**src/fhc_cfg.svh**
```systemverilog
// Purpose: constants of the cascade-capable fifo host controller
// Assumes: 125 MHz clk, slowest speed grade timing on the fifo pins
// Notes:   times in ns as printed, cycle counts derived below
`ifndef FHC_CFG_SVH
`define FHC_CFG_SVH

// ----------------------------------------------------------------
// clock and pin timing
// ----------------------------------------------------------------
`define FHC_CLK_NS        8
`define FHC_T_PULSE_NS    200
`define FHC_T_RECOV_NS    35
`define FHC_T_FLAG_NS     195
`define FHC_T_RST_NS      200
`define FHC_PULSE_CYC  ((`FHC_T_PULSE_NS + `FHC_CLK_NS - 1) / `FHC_CLK_NS)
`define FHC_RECOV_CYC  ((`FHC_T_RECOV_NS + `FHC_CLK_NS - 1) / `FHC_CLK_NS)
`define FHC_FLAG_CYC   ((`FHC_T_FLAG_NS + `FHC_CLK_NS - 1) / `FHC_CLK_NS + 4)
`define FHC_RST_CYC    ((`FHC_T_RST_NS + `FHC_CLK_NS - 1) / `FHC_CLK_NS)

// ----------------------------------------------------------------
// register map
// ----------------------------------------------------------------
`define FHC_OFF_CTRL      4'h0
`define FHC_OFF_WDATA     4'h4
`define FHC_OFF_RDCMD     4'h8
`define FHC_OFF_STATUS    4'hC
`define FHC_CTRL_DEPTH    0
`define FHC_CTRL_NOTFIRST 1
`define FHC_CTRL_RESET    2
`define FHC_CTRL_REREAD   3
`define FHC_ST_BUSY       0
`define FHC_ST_FULL       1
`define FHC_ST_EMPTY      2
`define FHC_ST_HALF       3
`define FHC_ST_READY      4
`define FHC_ST_CASC_LSB   8
`define FHC_RD_VALID      16
`define FHC_RESP_OKAY     2'h0
`define FHC_RESP_SLVERR   2'h2

`endif

```
**src/fhc_pkg.sv**
```systemverilog
// Purpose: types of the fifo host controller
// Assumes: nothing
// Notes:   constants live in fhc_cfg.svh
package fhc_pkg;
  typedef logic [8:0] fhc_word_t;
  typedef enum logic [1:0] {FHC_OP_WR, FHC_OP_RD, FHC_OP_RST, FHC_OP_RT}
    fhc_op_t;
  typedef enum logic {FHC_IDLE, FHC_BUSY} fhc_state_t;
endpackage : fhc_pkg

```
**src/fhc_strobe_if.sv**
```systemverilog
// Purpose: request and phase signals between host and strobe timer
// Assumes: one clock
// Notes:   counts are in clk cycles, at least one
`timescale 1ns/1ps
interface fhc_strobe_if;
  logic       start;
  logic [7:0] lowCycles;
  logic [7:0] recCycles;
  logic       low;
  logic       lowEnd;
  logic       done;
  logic       busy;
  modport ctrl (output start, lowCycles, recCycles,
                input  low, lowEnd, done, busy);
  modport gen  (input  start, lowCycles, recCycles,
                output low, lowEnd, done, busy);
endinterface : fhc_strobe_if

```
**src/fhc_sync.sv**
```systemverilog
// Purpose: three-stage synchroniser for fifo flag pins
// Assumes: inputs asynchronous to clk
// Notes:   output moves only when stages two and three agree
`timescale 1ns/1ps
module fhc_sync #(
  parameter int W = 3
) (
  input  wire logic         clk,
  input  wire logic         rst_n,
  input  wire logic [W-1:0] pinIn,
  output logic      [W-1:0] pinOut
);
  logic [W-1:0] s1Reg;
  logic [W-1:0] s2Reg;
  logic [W-1:0] s3Reg;
  // reset to all ones: flags idle high
  always_ff @(posedge clk or negedge rst_n) begin
    if (!rst_n) begin
      s1Reg  <= '1;
      s2Reg  <= '1;
      s3Reg  <= '1;
      pinOut <= '1;
    end else begin
      s1Reg <= pinIn;
      s2Reg <= s1Reg;
      s3Reg <= s2Reg;
      for (int i = 0; i < W; i++) begin
        if (s2Reg[i] == s3Reg[i]) begin
          pinOut[i] <= s3Reg[i];
        end
      end
    end
  end
endmodule : fhc_sync

```
**src/fhc_strobe_gen.sv**
```systemverilog
// Purpose: times one low strobe followed by a recovery gap
// Assumes: start only while not busy
// Notes:   lowEnd marks the last low cycle, done the end of recovery
`timescale 1ns/1ps
module fhc_strobe_gen (
  input  wire logic clk,
  input  wire logic rst_n,
  fhc_strobe_if.gen sif
);
  logic [7:0] cntReg;
  logic       lowReg;
  logic       recReg;
  logic       doneReg;
  wire        cntZero = (cntReg == 8'h00);

  assign sif.low    = lowReg;
  assign sif.lowEnd = lowReg && cntZero;
  assign sif.done   = doneReg;
  assign sif.busy   = lowReg || recReg;

  always_ff @(posedge clk or negedge rst_n) begin
    if (!rst_n) begin
      cntReg  <= 8'h00;
      lowReg  <= 1'b0;
      recReg  <= 1'b0;
      doneReg <= 1'b0;
    end else begin
      doneReg <= 1'b0;
      if (sif.start && !sif.busy) begin
        lowReg <= 1'b1;
        cntReg <= sif.lowCycles - 8'h01;
      end else if (lowReg && cntZero) begin
        lowReg <= 1'b0;
        recReg <= 1'b1;
        cntReg <= sif.recCycles - 8'h01;
      end else if (recReg && cntZero) begin
        recReg  <= 1'b0;
        doneReg <= 1'b1;
      end else if (sif.busy) begin
        cntReg <= cntReg - 8'h01;
      end
    end
  end
endmodule : fhc_strobe_gen

```
**src/fhc_host.sv**
```systemverilog
// Purpose: AXI4-Lite driven controller for a cascadable async fifo
// Assumes: all fifos of a width group share these strobes
// Notes:   one fifo operation at a time; flags read from one device
`timescale 1ns/1ps
`include "fhc_cfg.svh"
module fhc_host (
  input  wire logic              clk,
  input  wire logic              rst_n,
  input  wire logic [3:0]        s_axi_awaddr,
  input  wire logic              s_axi_awvalid,
  output logic                   s_axi_awready,
  input  wire logic [31:0]       s_axi_wdata,
  input  wire logic [3:0]        s_axi_wstrb,
  input  wire logic              s_axi_wvalid,
  output logic                   s_axi_wready,
  output logic [1:0]             s_axi_bresp,
  output logic                   s_axi_bvalid,
  input  wire logic              s_axi_bready,
  input  wire logic [3:0]        s_axi_araddr,
  input  wire logic              s_axi_arvalid,
  output logic                   s_axi_arready,
  output logic [31:0]            s_axi_rdata,
  output logic [1:0]             s_axi_rresp,
  output logic                   s_axi_rvalid,
  input  wire logic              s_axi_rready,
  output logic                   write_n,
  output logic                   read_n,
  output logic                   reset_n,
  output logic                   first_load_n,
  output logic                   cascade_in_n,
  output fhc_pkg::fhc_word_t     fifoWData,
  input  wire fhc_pkg::fhc_word_t fifoRData,
  input  wire logic              no_room_n,
  input  wire logic              nothing_stored_n,
  input  wire logic              half_level_n
);
  import fhc_pkg::*;

  // ----------------------------------------------------------------
  // flag synchronisers
  // ----------------------------------------------------------------
  logic [2:0] flagSync;
  fhc_sync #(.W(3)) uSync (
    .clk    (clk),
    .rst_n  (rst_n),
    .pinIn  ({half_level_n, nothing_stored_n, no_room_n}),
    .pinOut (flagSync)
  );
  wire roomOk  = flagSync[0];
  wire dataOk  = flagSync[1];
  wire halfSyn = flagSync[2];

  // ----------------------------------------------------------------
  // strobe timer
  // ----------------------------------------------------------------
  fhc_strobe_if sif ();
  fhc_strobe_gen uGen (
    .clk   (clk),
    .rst_n (rst_n),
    .sif   (sif.gen)
  );

  // ----------------------------------------------------------------
  // state
  // ----------------------------------------------------------------
  fhc_state_t stateReg;
  fhc_op_t    opReg;
  logic       depthReg;
  logic       notFirstReg;
  logic       readyReg;
  logic       rdValidReg;
  fhc_word_t  rdDataReg;
  logic [7:0] cascCntReg;
  logic       halfPrevReg;
  logic [3:0] awAddrReg;
  logic       awHeldReg;
  logic [31:0] wDataReg;
  logic [3:0] wStrbReg;
  logic       wHeldReg;

  // ----------------------------------------------------------------
  // write decode
  // ----------------------------------------------------------------
  wire doWrite   = awHeldReg && wHeldReg && !s_axi_bvalid;
  wire hitCtrl   = (awAddrReg == `FHC_OFF_CTRL);
  wire hitWData  = (awAddrReg == `FHC_OFF_WDATA);
  wire hitRdCmd  = (awAddrReg == `FHC_OFF_RDCMD);
  wire hitStatus = (awAddrReg == `FHC_OFF_STATUS);
  wire lane0     = wStrbReg[0];
  wire idle      = (stateReg == FHC_IDLE);
  wire reqRst    = hitCtrl && lane0 && wDataReg[`FHC_CTRL_RESET];
  wire reqRt     = hitCtrl && lane0 && wDataReg[`FHC_CTRL_REREAD];
  wire reqWr     = hitWData && lane0;
  wire reqRd     = hitRdCmd && lane0 && wDataReg[0];
  // refused: busy, not yet reset, flag says no, or reread in depth mode
  wire badWr     = reqWr && (!idle || !readyReg || !roomOk);
  wire badRd     = reqRd && (!idle || !readyReg || !dataOk);
  wire badRt     = reqRt && (!idle || !readyReg || depthReg);
  wire badRst    = reqRst && !idle;
  wire unmapped  = !(hitCtrl || hitWData || hitRdCmd || hitStatus);
  wire refuse    = badWr || badRd || badRt || badRst || unmapped;
  wire goStart   = doWrite && !refuse && (reqRst || reqRt || reqWr || reqRd);
  wire fhc_op_t goOp = reqRst ? FHC_OP_RST :
                       reqRt  ? FHC_OP_RT  :
                       reqWr  ? FHC_OP_WR  : FHC_OP_RD;
  // a refused command leaves the mode bits untouched as well
  wire cfgWrite  = doWrite && hitCtrl && lane0 && !refuse && idle;

  // flag settle time is folded into the gap after data strobes
  assign sif.start     = goStart;
  assign sif.lowCycles = (goOp == FHC_OP_RST) ? 8'(`FHC_RST_CYC)
                                              : 8'(`FHC_PULSE_CYC);
  assign sif.recCycles = (goOp == FHC_OP_WR || goOp == FHC_OP_RD)
                         ? 8'(`FHC_FLAG_CYC) : 8'(`FHC_RECOV_CYC);

  // ----------------------------------------------------------------
  // read decode
  // ----------------------------------------------------------------
  logic [31:0] statusWord;
  always_comb begin
    statusWord = 32'h0000_0000;
    statusWord[`FHC_ST_BUSY]  = !idle;
    statusWord[`FHC_ST_FULL]  = !roomOk;
    statusWord[`FHC_ST_EMPTY] = !dataOk;
    // in depth mode the shared pin counts cascade pulses instead
    statusWord[`FHC_ST_HALF]  = !depthReg && !halfSyn;
    statusWord[`FHC_ST_READY] = readyReg;
    statusWord[`FHC_ST_CASC_LSB +: 8] = cascCntReg;
  end
  wire [31:0] ctrlWord = {30'h0000_0000, notFirstReg, depthReg};
  wire [31:0] rdWord   = {15'h0000, rdValidReg, 7'h00, rdDataReg};
  wire        arHitOk  = (s_axi_araddr == `FHC_OFF_CTRL) ||
                         (s_axi_araddr == `FHC_OFF_RDCMD) ||
                         (s_axi_araddr == `FHC_OFF_STATUS);
  wire [31:0] arData   = (s_axi_araddr == `FHC_OFF_CTRL)  ? ctrlWord :
                         (s_axi_araddr == `FHC_OFF_RDCMD) ? rdWord :
                         (s_axi_araddr == `FHC_OFF_STATUS) ? statusWord :
                         32'h0000_0000;
  wire        halfFell = halfPrevReg && !halfSyn;

  // ----------------------------------------------------------------
  // AXI4-Lite slave
  // ----------------------------------------------------------------
  always_ff @(posedge clk or negedge rst_n) begin
    if (!rst_n) begin
      awHeldReg     <= 1'b0;
      awAddrReg     <= 4'h0;
      wHeldReg      <= 1'b0;
      wDataReg      <= 32'h0000_0000;
      wStrbReg      <= 4'h0;
      s_axi_bvalid  <= 1'b0;
      s_axi_bresp   <= `FHC_RESP_OKAY;
      s_axi_rvalid  <= 1'b0;
      s_axi_rresp   <= `FHC_RESP_OKAY;
      s_axi_rdata   <= 32'h0000_0000;
    end else begin
      if (s_axi_awvalid && s_axi_awready) begin
        awHeldReg <= 1'b1;
        awAddrReg <= {s_axi_awaddr[3:2], 2'b00};
      end
      if (s_axi_wvalid && s_axi_wready) begin
        wHeldReg <= 1'b1;
        wDataReg <= s_axi_wdata;
        wStrbReg <= s_axi_wstrb;
      end
      if (doWrite) begin
        awHeldReg    <= 1'b0;
        wHeldReg     <= 1'b0;
        s_axi_bvalid <= 1'b1;
        s_axi_bresp  <= refuse ? `FHC_RESP_SLVERR : `FHC_RESP_OKAY;
      end else if (s_axi_bready) begin
        s_axi_bvalid <= 1'b0;
      end
      if (s_axi_arvalid && s_axi_arready) begin
        s_axi_rvalid <= 1'b1;
        s_axi_rdata  <= arData;
        s_axi_rresp  <= arHitOk ? `FHC_RESP_OKAY : `FHC_RESP_SLVERR;
      end else if (s_axi_rready) begin
        s_axi_rvalid <= 1'b0;
      end
    end
  end
  assign s_axi_awready = !awHeldReg && !s_axi_bvalid;
  assign s_axi_wready  = !wHeldReg && !s_axi_bvalid;
  assign s_axi_arready = !s_axi_rvalid;

  // ----------------------------------------------------------------
  // operation sequencer
  // ----------------------------------------------------------------
  always_ff @(posedge clk or negedge rst_n) begin
    if (!rst_n) begin
      stateReg    <= FHC_IDLE;
      opReg       <= FHC_OP_RST;
      depthReg    <= 1'b0;
      notFirstReg <= 1'b0;
      readyReg    <= 1'b0;
      rdValidReg  <= 1'b0;
      rdDataReg   <= 9'h000;
      fifoWData   <= 9'h000;
    end else begin
      if (cfgWrite) begin
        depthReg    <= wDataReg[`FHC_CTRL_DEPTH];
        notFirstReg <= wDataReg[`FHC_CTRL_NOTFIRST];
      end
      unique case (stateReg)
        FHC_IDLE: begin
          if (goStart) begin
            stateReg <= FHC_BUSY;
            opReg    <= goOp;
            if (goOp == FHC_OP_WR) begin
              fifoWData <= wDataReg[8:0];
            end
            if (goOp == FHC_OP_RD) begin
              rdValidReg <= 1'b0;
            end
          end
        end
        FHC_BUSY: begin
          // data captured on the last low cycle, one clock before read rises
          if (sif.lowEnd && opReg == FHC_OP_RD) begin
            rdDataReg  <= fifoRData;
            rdValidReg <= 1'b1;
          end
          if (sif.done) begin
            stateReg <= FHC_IDLE;
            if (opReg == FHC_OP_RST) begin
              readyReg <= 1'b1;
            end
          end
        end
      endcase
    end
  end

  // ----------------------------------------------------------------
  // pin drivers and cascade pulse count
  // ----------------------------------------------------------------
  wire lowNow = sif.low;
  always_ff @(posedge clk or negedge rst_n) begin
    if (!rst_n) begin
      write_n      <= 1'b1;
      read_n       <= 1'b1;
      reset_n      <= 1'b0;
      first_load_n <= 1'b1;
      cascade_in_n <= 1'b0;
      halfPrevReg  <= 1'b1;
      cascCntReg   <= 8'h00;
    end else begin
      write_n <= !(lowNow && opReg == FHC_OP_WR && !idle);
      read_n  <= !(lowNow && opReg == FHC_OP_RD && !idle);
      reset_n <= !(lowNow && opReg == FHC_OP_RST && !idle);
      // depth mode: level at reset picks first device, no reread
      if (depthReg) begin
        first_load_n <= notFirstReg;
      end else begin
        first_load_n <= !(lowNow && opReg == FHC_OP_RT && !idle);
      end
      // depth chain drives the cascade input, host leaves it idle
      cascade_in_n <= depthReg;
      halfPrevReg  <= halfSyn;
      if (depthReg && halfFell) begin
        cascCntReg <= cascCntReg + 8'h01;
      end
    end
  end

  // ----------------------------------------------------------------
  // checks
  // ----------------------------------------------------------------
  localparam int PW = `FHC_PULSE_CYC;
  chk_write_when_room: assert property (@(posedge clk) disable iff (!rst_n)
    $fell(write_n) |-> $past(roomOk, 2))
    else $error("write strobe while full");
  chk_read_when_data: assert property (@(posedge clk) disable iff (!rst_n)
    $fell(read_n) |-> $past(dataOk, 2))
    else $error("read strobe while empty");
  chk_single_xi_low: assert property (@(posedge clk) disable iff (!rst_n)
    (!reset_n && !depthReg) |-> !cascade_in_n)
    else $error("cascade input not low in single reset");
  chk_depth_no_reread: assert property (@(posedge clk) disable iff (!rst_n)
    (depthReg && $past(depthReg))
    |-> first_load_n == $past(notFirstReg))
    else $error("reread pulse in depth mode");
  chk_write_pulse_width: assert property (@(posedge clk)
    disable iff (!rst_n) $fell(write_n) |-> ##PW $rose(write_n))
    else $error("write strobe width wrong");
  chk_strobes_apart: assert property (@(posedge clk) disable iff (!rst_n)
    !(!write_n && !read_n) && !(!reset_n && (!write_n || !read_n)))
    else $error("two strobes low together");
  chk_depth_xi_idle: assert property (@(posedge clk) disable iff (!rst_n)
    depthReg |=> cascade_in_n)
    else $error("cascade input driven in depth mode");
  chk_fl_held_reset: assert property (@(posedge clk) disable iff (!rst_n)
    (depthReg && !reset_n) |-> first_load_n == notFirstReg)
    else $error("first load level wrong during reset");
  chk_read_recovery: assert property (@(posedge clk) disable iff (!rst_n)
    $rose(read_n) |=> read_n[*5])
    else $error("read recovery too short");
  cov_write: cover property (@(posedge clk) disable iff (!rst_n)
    $rose(write_n));
  cov_read: cover property (@(posedge clk) disable iff (!rst_n)
    $rose(rdValidReg));
  cov_reset: cover property (@(posedge clk) disable iff (!rst_n)
    $rose(reset_n));
  cov_cascade: cover property (@(posedge clk) disable iff (!rst_n)
    depthReg && halfFell);
endmodule : fhc_host

```
**config.mk**
```make
export PLATFORM = sky130hd
export DESIGN_NAME = fhc_host
export DESIGN_NICKNAME = d
export VERILOG_FILES = /design/src/fhc_pkg.sv /design/src/fhc_strobe_if.sv /design/src/fhc_sync.sv /design/src/fhc_strobe_gen.sv /design/src/fhc_host.sv
export VERILOG_INCLUDE_DIRS = /design/src
export SDC_FILE = /design/constraint.sdc
export NUM_CORES = 1
export LEC_CHECK = 0
export BUFFER_PORTS_ARGS = -buffer_cell sky130_fd_sc_hd__buf_2
export CAP_MARGIN = 10
export CORE_UTILIZATION = 30
export DETAILED_ROUTE_END_ITERATION = 10
export HOLD_SLACK_MARGIN = 0.05
export PLACE_DENSITY_LB_ADDON = 0.12
export SETUP_SLACK_MARGIN = 0.1
export SLEW_MARGIN = 20
export SYNTH_ARGS = -nofsm -noshare
export SYNTH_HDL_FRONTEND = slang
export SYNTH_HIERARCHICAL = 1
export SYNTH_SLANG_ARGS = --single-unit
```
**constraint.sdc**
```tcl
create_clock -name clk -period 3.4 [get_ports clk]
set_input_delay 0.51 -clock clk [delete_from_list [all_inputs] [get_ports clk]]
set_output_delay 0.51 -clock clk [all_outputs]
set_load 0.03 [all_outputs]
```
* Yosys cells after proc, flatten, opt, wreduce, memory -nomap -nowiden
Cells that the tools add are included.
** Word-level totals
- Register bits :: 114
- Input port bits :: 63
- Output and inout bits :: 55
- Logic and storage cells :: 183
** Cells by class
- Add/subtract/negate cells :: 3
- Eq/ne operators :: 16
- Muxes and demuxes :: 36
- Bitwise operators :: 2
- Reductions and logical operators :: 91
** Operator list (count)
- $logic_and A1 B1 Y1 :: 38
- $mux W17 :: 2
- $mux W8 :: 4
- $mux W1 :: 22
- $logic_or A1 B1 Y1 :: 18
- $logic_not A1 Y1 :: 16
- $mux W16 :: 1
- $reduce_bool A2 Y1 :: 6
- $reduce_and A3 Y1 :: 3
- $add A8 B1 Y8 const B :: 1
- $eq A2 B2 Y1 const B :: 4
- $eq A4 B4 Y1 const B :: 2
- $logic_not A4 Y1 :: 2
- $logic_not A8 Y1 :: 1
- $mux W2 :: 4
- $reduce_and A2 Y1 :: 4
- $sub A8 B1 Y8 const B :: 1
- $eq A2 B1 Y1 const B :: 3
- $ne A2 B1 Y1 const B :: 3
- $sub A5 B1 Y6 const B :: 1
- $mux W5 :: 1
- $logic_not A2 Y1 :: 2
- $pmux W1 S2 :: 2
- $eq A1 B1 Y1 :: 3
- 3 further kinds :: 4

* Depth between registers and ports, before layout
Gate-level depths: netlist (run 1).
- Depth in word-level cells :: 14
- Mapped depth :: 14
- Gate-level depth less buffers :: 13

* Hierarchy
Netlist (run 1), hierarchy kept.
** Modules (own cells, without submodules)
- fhc_host :: instances 1, cells each 260, area an instance 3181.8 µm², seq. area each 1858.0 µm²
- fhc_strobe_gen :: instances 1, cells each 79, area an instance 749.5 µm², seq. area each 275.3 µm²
- fhc_sync :: instances 1, cells each 15, area an instance 349.1 µm², seq. area each 315.3 µm²

* Least setup slack after synthesis (run 1)
Ideal clock, no wire load.
- Kind :: reg-to-reg
- Start point :: reg s_axi_bvalid
- End point :: reg uGen.cntReg[4]
- Setup time :: 137 ps
- Arrival time :: 3016 ps
- Required time :: 3263 ps
- Setup slack :: 247 ps
- Stages on the path, launching flop included :: 14
- Path buffers :: 1
- Clock period less this slack :: 3153 ps
- Cell sequence :: dfrtp_1 inv_1 nand3_1 or3_4 nor3_2 nor3b_4 clkbuf_1 a221o_1 inv_1 ha_1 inv_1 nor3_1 xnor2_1 a21oi_1
** Between the ends
- Cells in the longest elaborated chain, start to end :: 7
- Elaborated cells on any way between the ends :: 9
- Those cells by class :: 1 x eq/ne; 1 x mux; 7 x reduce/logical
** Ends and longest elaborated chain
- start, declared :: RTL line fhc_host.sv:17 : output logic s_axi_bvalid,
- start signal, assigned :: RTL line fhc_host.sv:151 : s_axi_bvalid <= 1'b0;
- start signal, assigned :: RTL line fhc_host.sv:169 : s_axi_bvalid <= 1'b1;
- start signal, assigned :: RTL line fhc_host.sv:172 : s_axi_bvalid <= 1'b0;
- $logic_not A1 Y1 (*) :: RTL line fhc_host.sv:84 : wire doWrite = awHeldReg && wHeldReg && !s_axi_bvalid;
- $logic_and A1 B1 Y1 (*) :: RTL line fhc_host.sv:84
- $logic_and A1 B1 Y1 (*) (2 in series) :: RTL line fhc_host.sv:102 : wire goStart = doWrite && !refuse && (reqRst || reqRt || reqWr || reqRd);
- named net goStart :: RTL line fhc_host.sv:102
- $logic_and A1 B1 Y1 (*) :: RTL line fhc_strobe_gen.sv:29 : if (sif.start && !sif.busy) begin
- $ne A3 B2 Y1 (no line) or $reduce_bool A3 Y1 (tied branches)
- $reduce_and A2 Y1 (no line)
- end signal, assigned :: RTL line fhc_strobe_gen.sv:31 : cntReg <= sif.lowCycles - 8'h01;
- end signal, assigned :: RTL line fhc_strobe_gen.sv:35 : cntReg <= sif.recCycles - 8'h01;
- end signal, assigned :: RTL line fhc_strobe_gen.sv:40 : cntReg <= cntReg - 8'h01;
- end, declared :: RTL line fhc_strobe_gen.sv:10 : logic [7:0] cntReg;
The timed path passes the listed nets; every way through them passes the cells marked *.
A chain may end at the register's enable or synchronous reset.

* Final worst setup path (run 1)
- Start point :: reg s_axi_bvalid
- End point :: reg uGen.cntReg[7]
The elaborated chain is that of the path after synthesis.

==> results.ini, run 1 <==
[worst_setup_path]
worst-path-max-fanout = 11
worstPathBufferInverterCount = 2
slowest_delay_ns = 0.45
worst_setup_path_start_kind = flip-flop
cp-end-kind = flip-flop
reg2reg_depth = 11
required_ns = 3.61
r2r_slack_ns = 0.42
crit_type = flip-flop to flip-flop
crit_slowest_cell = or3_4
cp_top_family = simple AND/OR/NAND/NOR gates
r2r-start = s_axi_bvalid
path_cells = inv_1 > nand3_1 > or3_4 > nor3_2 > nor3b_4 > buf_12 > nor2b_1 > a221o_1 > nor4_4 > a31o_1 > a31oi_1
r2r_end = uGen/cntReg[7]
arrival_ns = 3.19

[die]
coreArea_mm2 = 0.0139
fp.dieW_um = 121
die_h_um = 121
initial_core_util_pct = 30.8
io_pins = 118
dieArea_mm2 = 0.0147
rows = 43

[global_route]
grt-ovfl-total = 0
grt_pass1_vias = 2841
grt.total_usage_pct = 13.4
antenna_found_initial = 0
grt_pass1_wl_um = 14800
grt_max_degree = 51

[pwr]
power.total_mw = 3.63
power_frac_seq_pct = 44.6
comb_power_share_pct = 28.8
switching_share_pct = 34.2
ir_drop_v = 0.000310
power_density_mw_per_mm2 = 702
cellInternalPower_mw = 2.39
power_frac_clock_pct = 26.6
leakagePower_nw = 2.44
power_switching_mw = 1.24

[layout]
final_common_cell = dfrtp_1
most-common-layout-cells = dfrtp_1, buf_2, conb_1
finalCoreUtilization_pct = 37.3
drive_gt1_share_pct = 32.3
n_antenna_cell = 0
area_delta_synth_final_pct = 21.1
nNetsFinal = 515

[placement]
dp_hpwl_um = 6450
io_buffers = 72
gp_congestion = 0.769
place_ws_ns = 0.276

[clock_network]
clock_path_buffers = 2
clk_pin_slew_ns = 0.07
root_buffer = clkbuf_16
cts_resized = 0
cts_tree = done
htreeDepth = 3
cts_buffers = 9
clkLatencyLatePin_ns = 0.35
cts_num_sinks = 97

[detailed_routing]
wl_um = 8950
vias = 2866
routedWlPerCell_um = 14.1
drt_iter0_drc = 124
drtAntennaViolNets = 0
via_per_inst = 4.51
drcViolationCount = 0
dr.pass1.iters = 6

[yosys]
avgSynthCellArea_um2 = 12.1
syn_inst = 353
yosysWarnings = 6
syn_area_mm2 = 0.00427

[sta]
slew_headroom_pct = 45.8
worst_slew_pin_slew_ns = 0.808
grt_setup_unrepaired = false
period_share_pct = 87.7
finalMaxSlewViolations = 0
setup_viol = 0
clock.fmax_ghz = 0.336
hold_ws_ns = 0.180
layout_setup_ws_ns = 0.420
hold_violations = 0
min_period_ns = 2.98
tns_ns = 0
skew_ns = 0.00829

[outcome]
status = finished, final reports clean

[hold_path]
hp-class = primary input to async pin

[flow_run]
cap_violations = 0

stage by stage:
step	instances	instance area, um^2
floorplan	384	4390
global placement	618	4870
detailed placement	618	4870
CTS	634	5160
global route	635	5180
finish	635	5180
state kept, by name, summed over array words and instances, names as in the netlist, 2 cells and up:
| name | cells |
|---|---|
| s_axi_rdata | 17 |
| fifoWData | 9 |
| rdDataReg | 9 |
| wDataReg | 9 |
| cascCntReg | 8 |
| uGen/cntReg | 8 |
| uSync/pinOut | 3 |
| uSync/s1Reg | 3 |
| uSync/s2Reg | 3 |
| uSync/s3Reg | 3 |
| awAddrReg | 2 |
| opReg | 2 |
area by class of cell:
cell class / count / area, um^2
inverter: 14 / 52.6
fill: 1408 / 8700
clock inverter: 2 / 12.5
sequential: 97 / 2450
timing repair buffer: 82 / 463
tap: 180 / 225
multi-input combinational: 246 / 1700
clock buffer: 14 / 274
power by group through the flow:
| stage | sequential [mW] | clock, mW | combinational, mW |
|---|---|---|---|
| detailed placement | 1.65 | 0 | 1.05 |
| global route | 1.66 | 1.05 | 1.17 |
| finish | 1.62 | 0.968 | 1.05 |
| global placement | 1.64 | 0 | 1.04 |
| CTS | 1.63 | 1.01 | 1.05 |
| floorplan | 1.65 | 0 | 0.750 |
worst max path at each step:
stage | from | endpoint | slack (ns) | cells past startpoint
floorplan | s_axi_bvalid | uGen/cntReg[4] | 0.25 | 13
global placement | s_axi_bvalid | uGen/cntReg[4] | 0.29 | 13
detailed placement | s_axi_bvalid | uGen/cntReg[6] | 0.28 | 10
CTS | s_axi_bvalid | uGen/cntReg[6] | 0.27 | 10
global route | s_axi_bvalid | uGen/cntReg[4] | 0.19 | 14
finish | s_axi_bvalid | uGen/cntReg[7] | 0.42 | 11
repair_timing:
item / 4_1_cts / 5_1_grt
setup buffers: 0 / 1
hold buffers: 0 / 0
setup endpoints to repair: 0 / 4
metal layers:
metal	wire (um)	vias to the layer above	part of all wire, %	global-route usage (%)
li1	-	1402	-	-
met1	4300	1384	48	17.7
met2	4010	73	45	20.2
met3	517	7	5.8	4.89
met4	120	0	1.3	4.40
met5	0	-	0	0
(Power assumes the default switching activity.)
==> inputs of run 2 (changes only) <==
--- a/config.mk
+++ b/config.mk
@@ -12,6 +12,7 @@
 export DETAILED_ROUTE_END_ITERATION = 10
 export HOLD_SLACK_MARGIN = 0.05
 export PLACE_DENSITY_LB_ADDON = 0.12
+export REMOVE_ABC_BUFFERS = 1
 export SETUP_SLACK_MARGIN = 0.1
 export SLEW_MARGIN = 20
 export SYNTH_ARGS = -nofsm -noshare
==> run 2 against run 1 <==
  * Count of clock-buffer cells in the layout shrank 3
  * Clock power fell by 1%
  * Routed wire length fell by 1.2%
  * Largest cell class unchanged
  * Sequential power is essentially flat
==> results.ini, run 2 (same netlist as run 1, synthesis figures left out) <==
[worst_setup_path]
arrival_ns = 3.21
crit_type = flip-flop to flip-flop
r2r_slack_ns = 0.40
worst-path-max-fanout = 18
worst_setup_path_start_kind = flip-flop
cp-end-kind = flip-flop
required_ns = 3.61
reg2reg_depth = 14

[sta]
tns_ns = 0
worst_slew_pin_slew_ns = 0.849
grt_setup_unrepaired = false
period_share_pct = 88.1
finalMaxSlewViolations = 0
hold_violations = 0
clock.fmax_ghz = 0.334
setup_viol = 0
layout_setup_ws_ns = 0.404
slew_headroom_pct = 43.1
skew_ns = 0.00575
min_period_ns = 3.00

[global_route]
grt-ovfl-total = 0
antenna_found_initial = 0
grt.total_usage_pct = 13.4
grt_pass1_wl_um = 15000
grt_max_degree = 58
grt_pass1_vias = 2900

[detailed_routing]
routedWlPerCell_um = 14.0
wl_um = 8850
drt_iter0_drc = 170
dr.pass1.iters = 4
vias = 2883
drtAntennaViolNets = 0
drcViolationCount = 0
via_per_inst = 4.55

[pwr]
power_density_mw_per_mm2 = 701
ir_drop_v = 0.000307
cellInternalPower_mw = 2.35
power_switching_mw = 1.27
switching_share_pct = 35.0
leakagePower_nw = 2.42
power_frac_clock_pct = 26.4
power_frac_seq_pct = 44.8
comb_power_share_pct = 28.8

[placement]
io_buffers = 72
place_ws_ns = 0.391
dp_hpwl_um = 6310
gp_congestion = 0.753

[layout]
fillers = 1427
area_delta_synth_final_pct = 20.9
largest_reg_flops = 17
nNetsFinal = 514
most-common-layout-cells = dfrtp_1, buf_2, conb_1
n_antenna_cell = 0
top_register = s_axi_rdata
final_common_cell = dfrtp_1
drive_gt1_share_pct = 32.4

[clock_network]
root_buffer = clkbuf_16
clk_pin_slew_ns = 0.07
cts_tree = done
clkLatencyLatePin_ns = 0.34
clock_path_buffers = 2
postCtsSetupBuffers = 0
cts_resized = 0
htreeDepth = 3
cts_num_sinks = 97
hold_buffers = 0
cts_buffers = 9

[outcome]
status = finished, final reports clean

[die]
dieArea_mm2 = 0.0147
coreArea_mm2 = 0.0139
initial_core_util_pct = 30.8
die_h_um = 121
io_pins = 118
fp.dieW_um = 121
rows = 43

[hold_path]
hp-class = primary input to async pin

[flow_run]
cap_violations = 0

[run 2: changes by cell type in the layout (fill, tap and decap cells not counted), sizes merged]
cell | previous run | this run
inv | 14 | 15
buf | 82 | 81
clkbuf | 14 | 11
clkinvlp | 1 | 3
[run 2: worst paths after layout]
| check | from | to |
|---|---|---|
| setup / recovery | s_axi_bvalid | uGen/cntReg[4] |
| hold / removal | rst_n | s_axi_rdata[13] |
| setup reg to reg | s_axi_bvalid | uGen/cntReg[4] |
| hold reg to reg | uSync/s1Reg[1] | uSync/s2Reg[1] |
| max in group asynchronous | rst_n | uSync/pinOut[1] |
| min in group clk | no_room_n | uSync/s1Reg[0] |
[run 2: layout make-up]
class                      instances  area, um^2  share of cell area (%)
clock inverter                     5        40.0                   0.775
multi-input combinational        246        1700                    32.9
sequential                        97        2450                    47.4
clock buffer                      11         243                    4.70
tap                              180         225                    4.36
timing repair buffer              81         455                    8.82
inverter                          14        52.6                    1.02
[run 2: power groups by stage]
stage | clock (mW) | combinational (mW) | sequential (mW)
6_report | 0.955 | 1.04 | 1.62
5_1_grt | 1.05 | 1.18 | 1.67
4_1_cts | 1.00 | 1.06 | 1.63
3_5_place_dp | 0 | 1.05 | 1.65
3_3_place_gp | 0 | 1.04 | 1.64
2_1_floorplan | 0 | 0.680 | 1.67
[run 2: worst max-delay path, cell delays in order, from the launching register on]
cell and delay, ns:
dfrtp_1 0.41, inv_1 0.16, nand3_1 0.13, or3_4 0.44, nor3_2 0.22, nor3b_4 0.24
buf_12 0.18, nor2b_1 0.06, a221o_1 0.31, inv_1 0.07, ha_1 0.16, inv_1 0.05
nor3_1 0.22, xnor2_1 0.14, a21oi_1 0.08
[run 2: per-stage QoR]
step | utilization (%) | instance area, um^2 | hold WS (ns) | power (mW) | std cells
2_1_floorplan | - | 4200 | 0.214 | 2.35 | 357
3_3_place_gp | 35.2 | 4880 | 0.347 | 2.68 | 618
3_5_place_dp | 35.2 | 4880 | 0.348 | 2.70 | 618
4_1_cts | 37.2 | 5170 | 0.171 | 3.69 | 634
5_1_grt | 37.2 | 5170 | 0.184 | 3.89 | 634
6_report | 37.2 | 5170 | 0.155 | 3.62 | 634
[run 2: layer usage]
metal,share of wire [%],routed length [um],vias up,global-route usage [%]
met5,0,0,-,0
li1,-,-,1405,-
met1,50,4400,1396,18.7
met4,2.0,174,0,6.48
met3,4.7,416,12,3.01
met2,44,3860,70,19.5
==> inputs of run 3 (changes only) <==
--- a/config.mk
+++ b/config.mk
@@ -8,7 +8,7 @@
 export LEC_CHECK = 0
 export BUFFER_PORTS_ARGS = -buffer_cell sky130_fd_sc_hd__buf_2
 export CAP_MARGIN = 10
-export CORE_UTILIZATION = 30
+export CORE_UTILIZATION = 35
 export DETAILED_ROUTE_END_ITERATION = 10
 export HOLD_SLACK_MARGIN = 0.05
 export PLACE_DENSITY_LB_ADDON = 0.12
==> run 3 against run 2 <==
  * Largest power group unchanged
  * Non-clock buffer count rose by 1
  * Critical path depth did not move
  * Combinational power barely moved
  * Fmax rose by 0.39%
  * Register-to-register slack barely moved
  * Routed wire length fell by 6.5%
  * Sequential power barely moved
  * Worst hold slack improved by 0.023 ns
  * Sequential cell count did not move
  * Sequential share of layout area rose by 0.13 points
==> results.ini, run 3 (same netlist as run 1, synthesis figures left out) <==
[outcome]
status = finished, final reports clean

[worst_setup_path]
worst_setup_path_start_kind = flip-flop
reg2reg_depth = 14
required_ns = 3.61
cp-end-kind = flip-flop
worst-path-max-fanout = 11
crit_type = flip-flop to flip-flop
arrival_ns = 3.19

[sta]
worst_slew_pin_slew_ns = 0.865
period_share_pct = 87.8
hold_violations = 0
clock.fmax_ghz = 0.335
tns_ns = 0
setup_viol = 0
finalMaxSlewViolations = 0
skew_ns = 0.00701
grt_setup_unrepaired = false
min_period_ns = 2.98
slew_headroom_pct = 42.2
hold_ws_ns = 0.178

[pwr]
power_density_mw_per_mm2 = 716
leakagePower_nw = 2.45
power.total_mw = 3.69
ir_drop_v = 0.000379

[detailed_routing]
vias = 2827
wl_met3_um = 339
highest_layer = met4
drtAntennaViolNets = 0
wl_um = 8270
via_per_inst = 4.73
dr.pass1.iters = 4
drt_iter0_drc = 184
routedWlPerCell_um = 13.8
wl_met1_um = 4200
dr_wl_met2_um = 3550
drcViolationCount = 0

[global_route]
grt.total_usage_pct = 14.5
grt-ovfl-total = 0
grt_pass1_wl_um = 14100
grt_pass1_vias = 2744
grt_max_degree = 50
antenna_found_initial = 0

[layout]
largest_reg_flops = 17
most-common-layout-cells = dfrtp_1, buf_2, conb_1
fillers = 1089
nNetsFinal = 515
top_register = s_axi_rdata
multi_input_area_mm2 = 0.00170
area_delta_synth_final_pct = 20.6
final_common_cell = dfrtp_1
drive_gt1_share_pct = 32.5
n_antenna_cell = 0
seq_area_mm2 = 0.00245
finalCoreUtilization_pct = 44.2

[die]
coreArea_mm2 = 0.0117
die_h_um = 113
io_pins = 118
dieArea_mm2 = 0.0127
rows = 39
initial_core_util_pct = 36.6
fp.dieW_um = 113

[hold_path]
hp-class = primary input to async pin

[clock_network]
clock_path_buffers = 2
clkLatencyLatePin_ns = 0.34
postCtsSetupBuffers = 0
hold_buffers = 0
clk_pin_slew_ns = 0.06
cts_tree = done
cts_num_sinks = 97
cts_resized = 0
htreeDepth = 3
cts_buffers = 9
root_buffer = clkbuf_16

[placement]
gp_congestion = 0.757
dp_hpwl_um = 6030
io_buffers = 72

[flow_run]
cap_violations = 0

run 3: path summary, 6_finish.rpt:
check                                from              to  slack [ns]
max                          s_axi_bvalid  uGen/cntReg[4]        0.42
min                                 rst_n   cascCntReg[5]        0.18
max reg2reg                  s_axi_bvalid  uGen/cntReg[4]        0.42
min reg2reg                uSync/s1Reg[1]  uSync/s2Reg[1]        0.36
max in group asynchronous           rst_n        opReg[1]        2.48
min in group clk             half_level_n  uSync/s1Reg[2]        0.26
run 3: cell type report:
type | count | area share, %
Inverter | 14 | 1.02
Timing Repair Buffer | 82 | 8.98
Tap cell | 143 | 3.47
Clock buffer | 12 | 4.98
Multi-Input combinational cell | 246 | 33.0
Clock inverter | 4 | 0.996
Sequential cell | 97 | 47.5
run 3: worst max-delay path, cell delays in order (launching register included):
cell     delay, ns
dfrtp_1       0.41
inv_1         0.15
nand3_1       0.12
or3_4         0.45
nor3_2        0.22
nor3b_4       0.25
buf_12        0.16
nor2b_1       0.04
a221o_1       0.30
inv_1         0.07
ha_1          0.15
inv_1         0.05
nor3_1        0.24
xnor2_1       0.15
a21oi_1       0.08
run 3: power breakdown:
| group | leakage, nW | switching, mW | internal (mW) |
|---|---|---|---|
| Combinational | 1.11 | 0.607 | 0.430 |
| Clock | 0.149 | 0.424 | 0.612 |
| Sequential | 1.19 | 0.210 | 1.41 |
run 3: metrics by stage:
stage | instance area, um^2 | instances | worst slack [ns]
2_1_floorplan | 4200 | 357 | 0.0827
3_3_place_gp | 4820 | 581 | 0.250
3_5_place_dp | 4820 | 581 | 0.247
4_1_cts | 5130 | 597 | 0.235
6_report | 5150 | 598 | 0.416
5_1_grt | 5150 | 598 | 0.106
run 3: per-layer routing:
layer / track usage [%] / vias up
met5: 0 / -
met4: 7.56 / 0
met3: 2.70 / 13
met2: 20.6 / 83
met1: 20.9 / 1325
li1: - / 1406
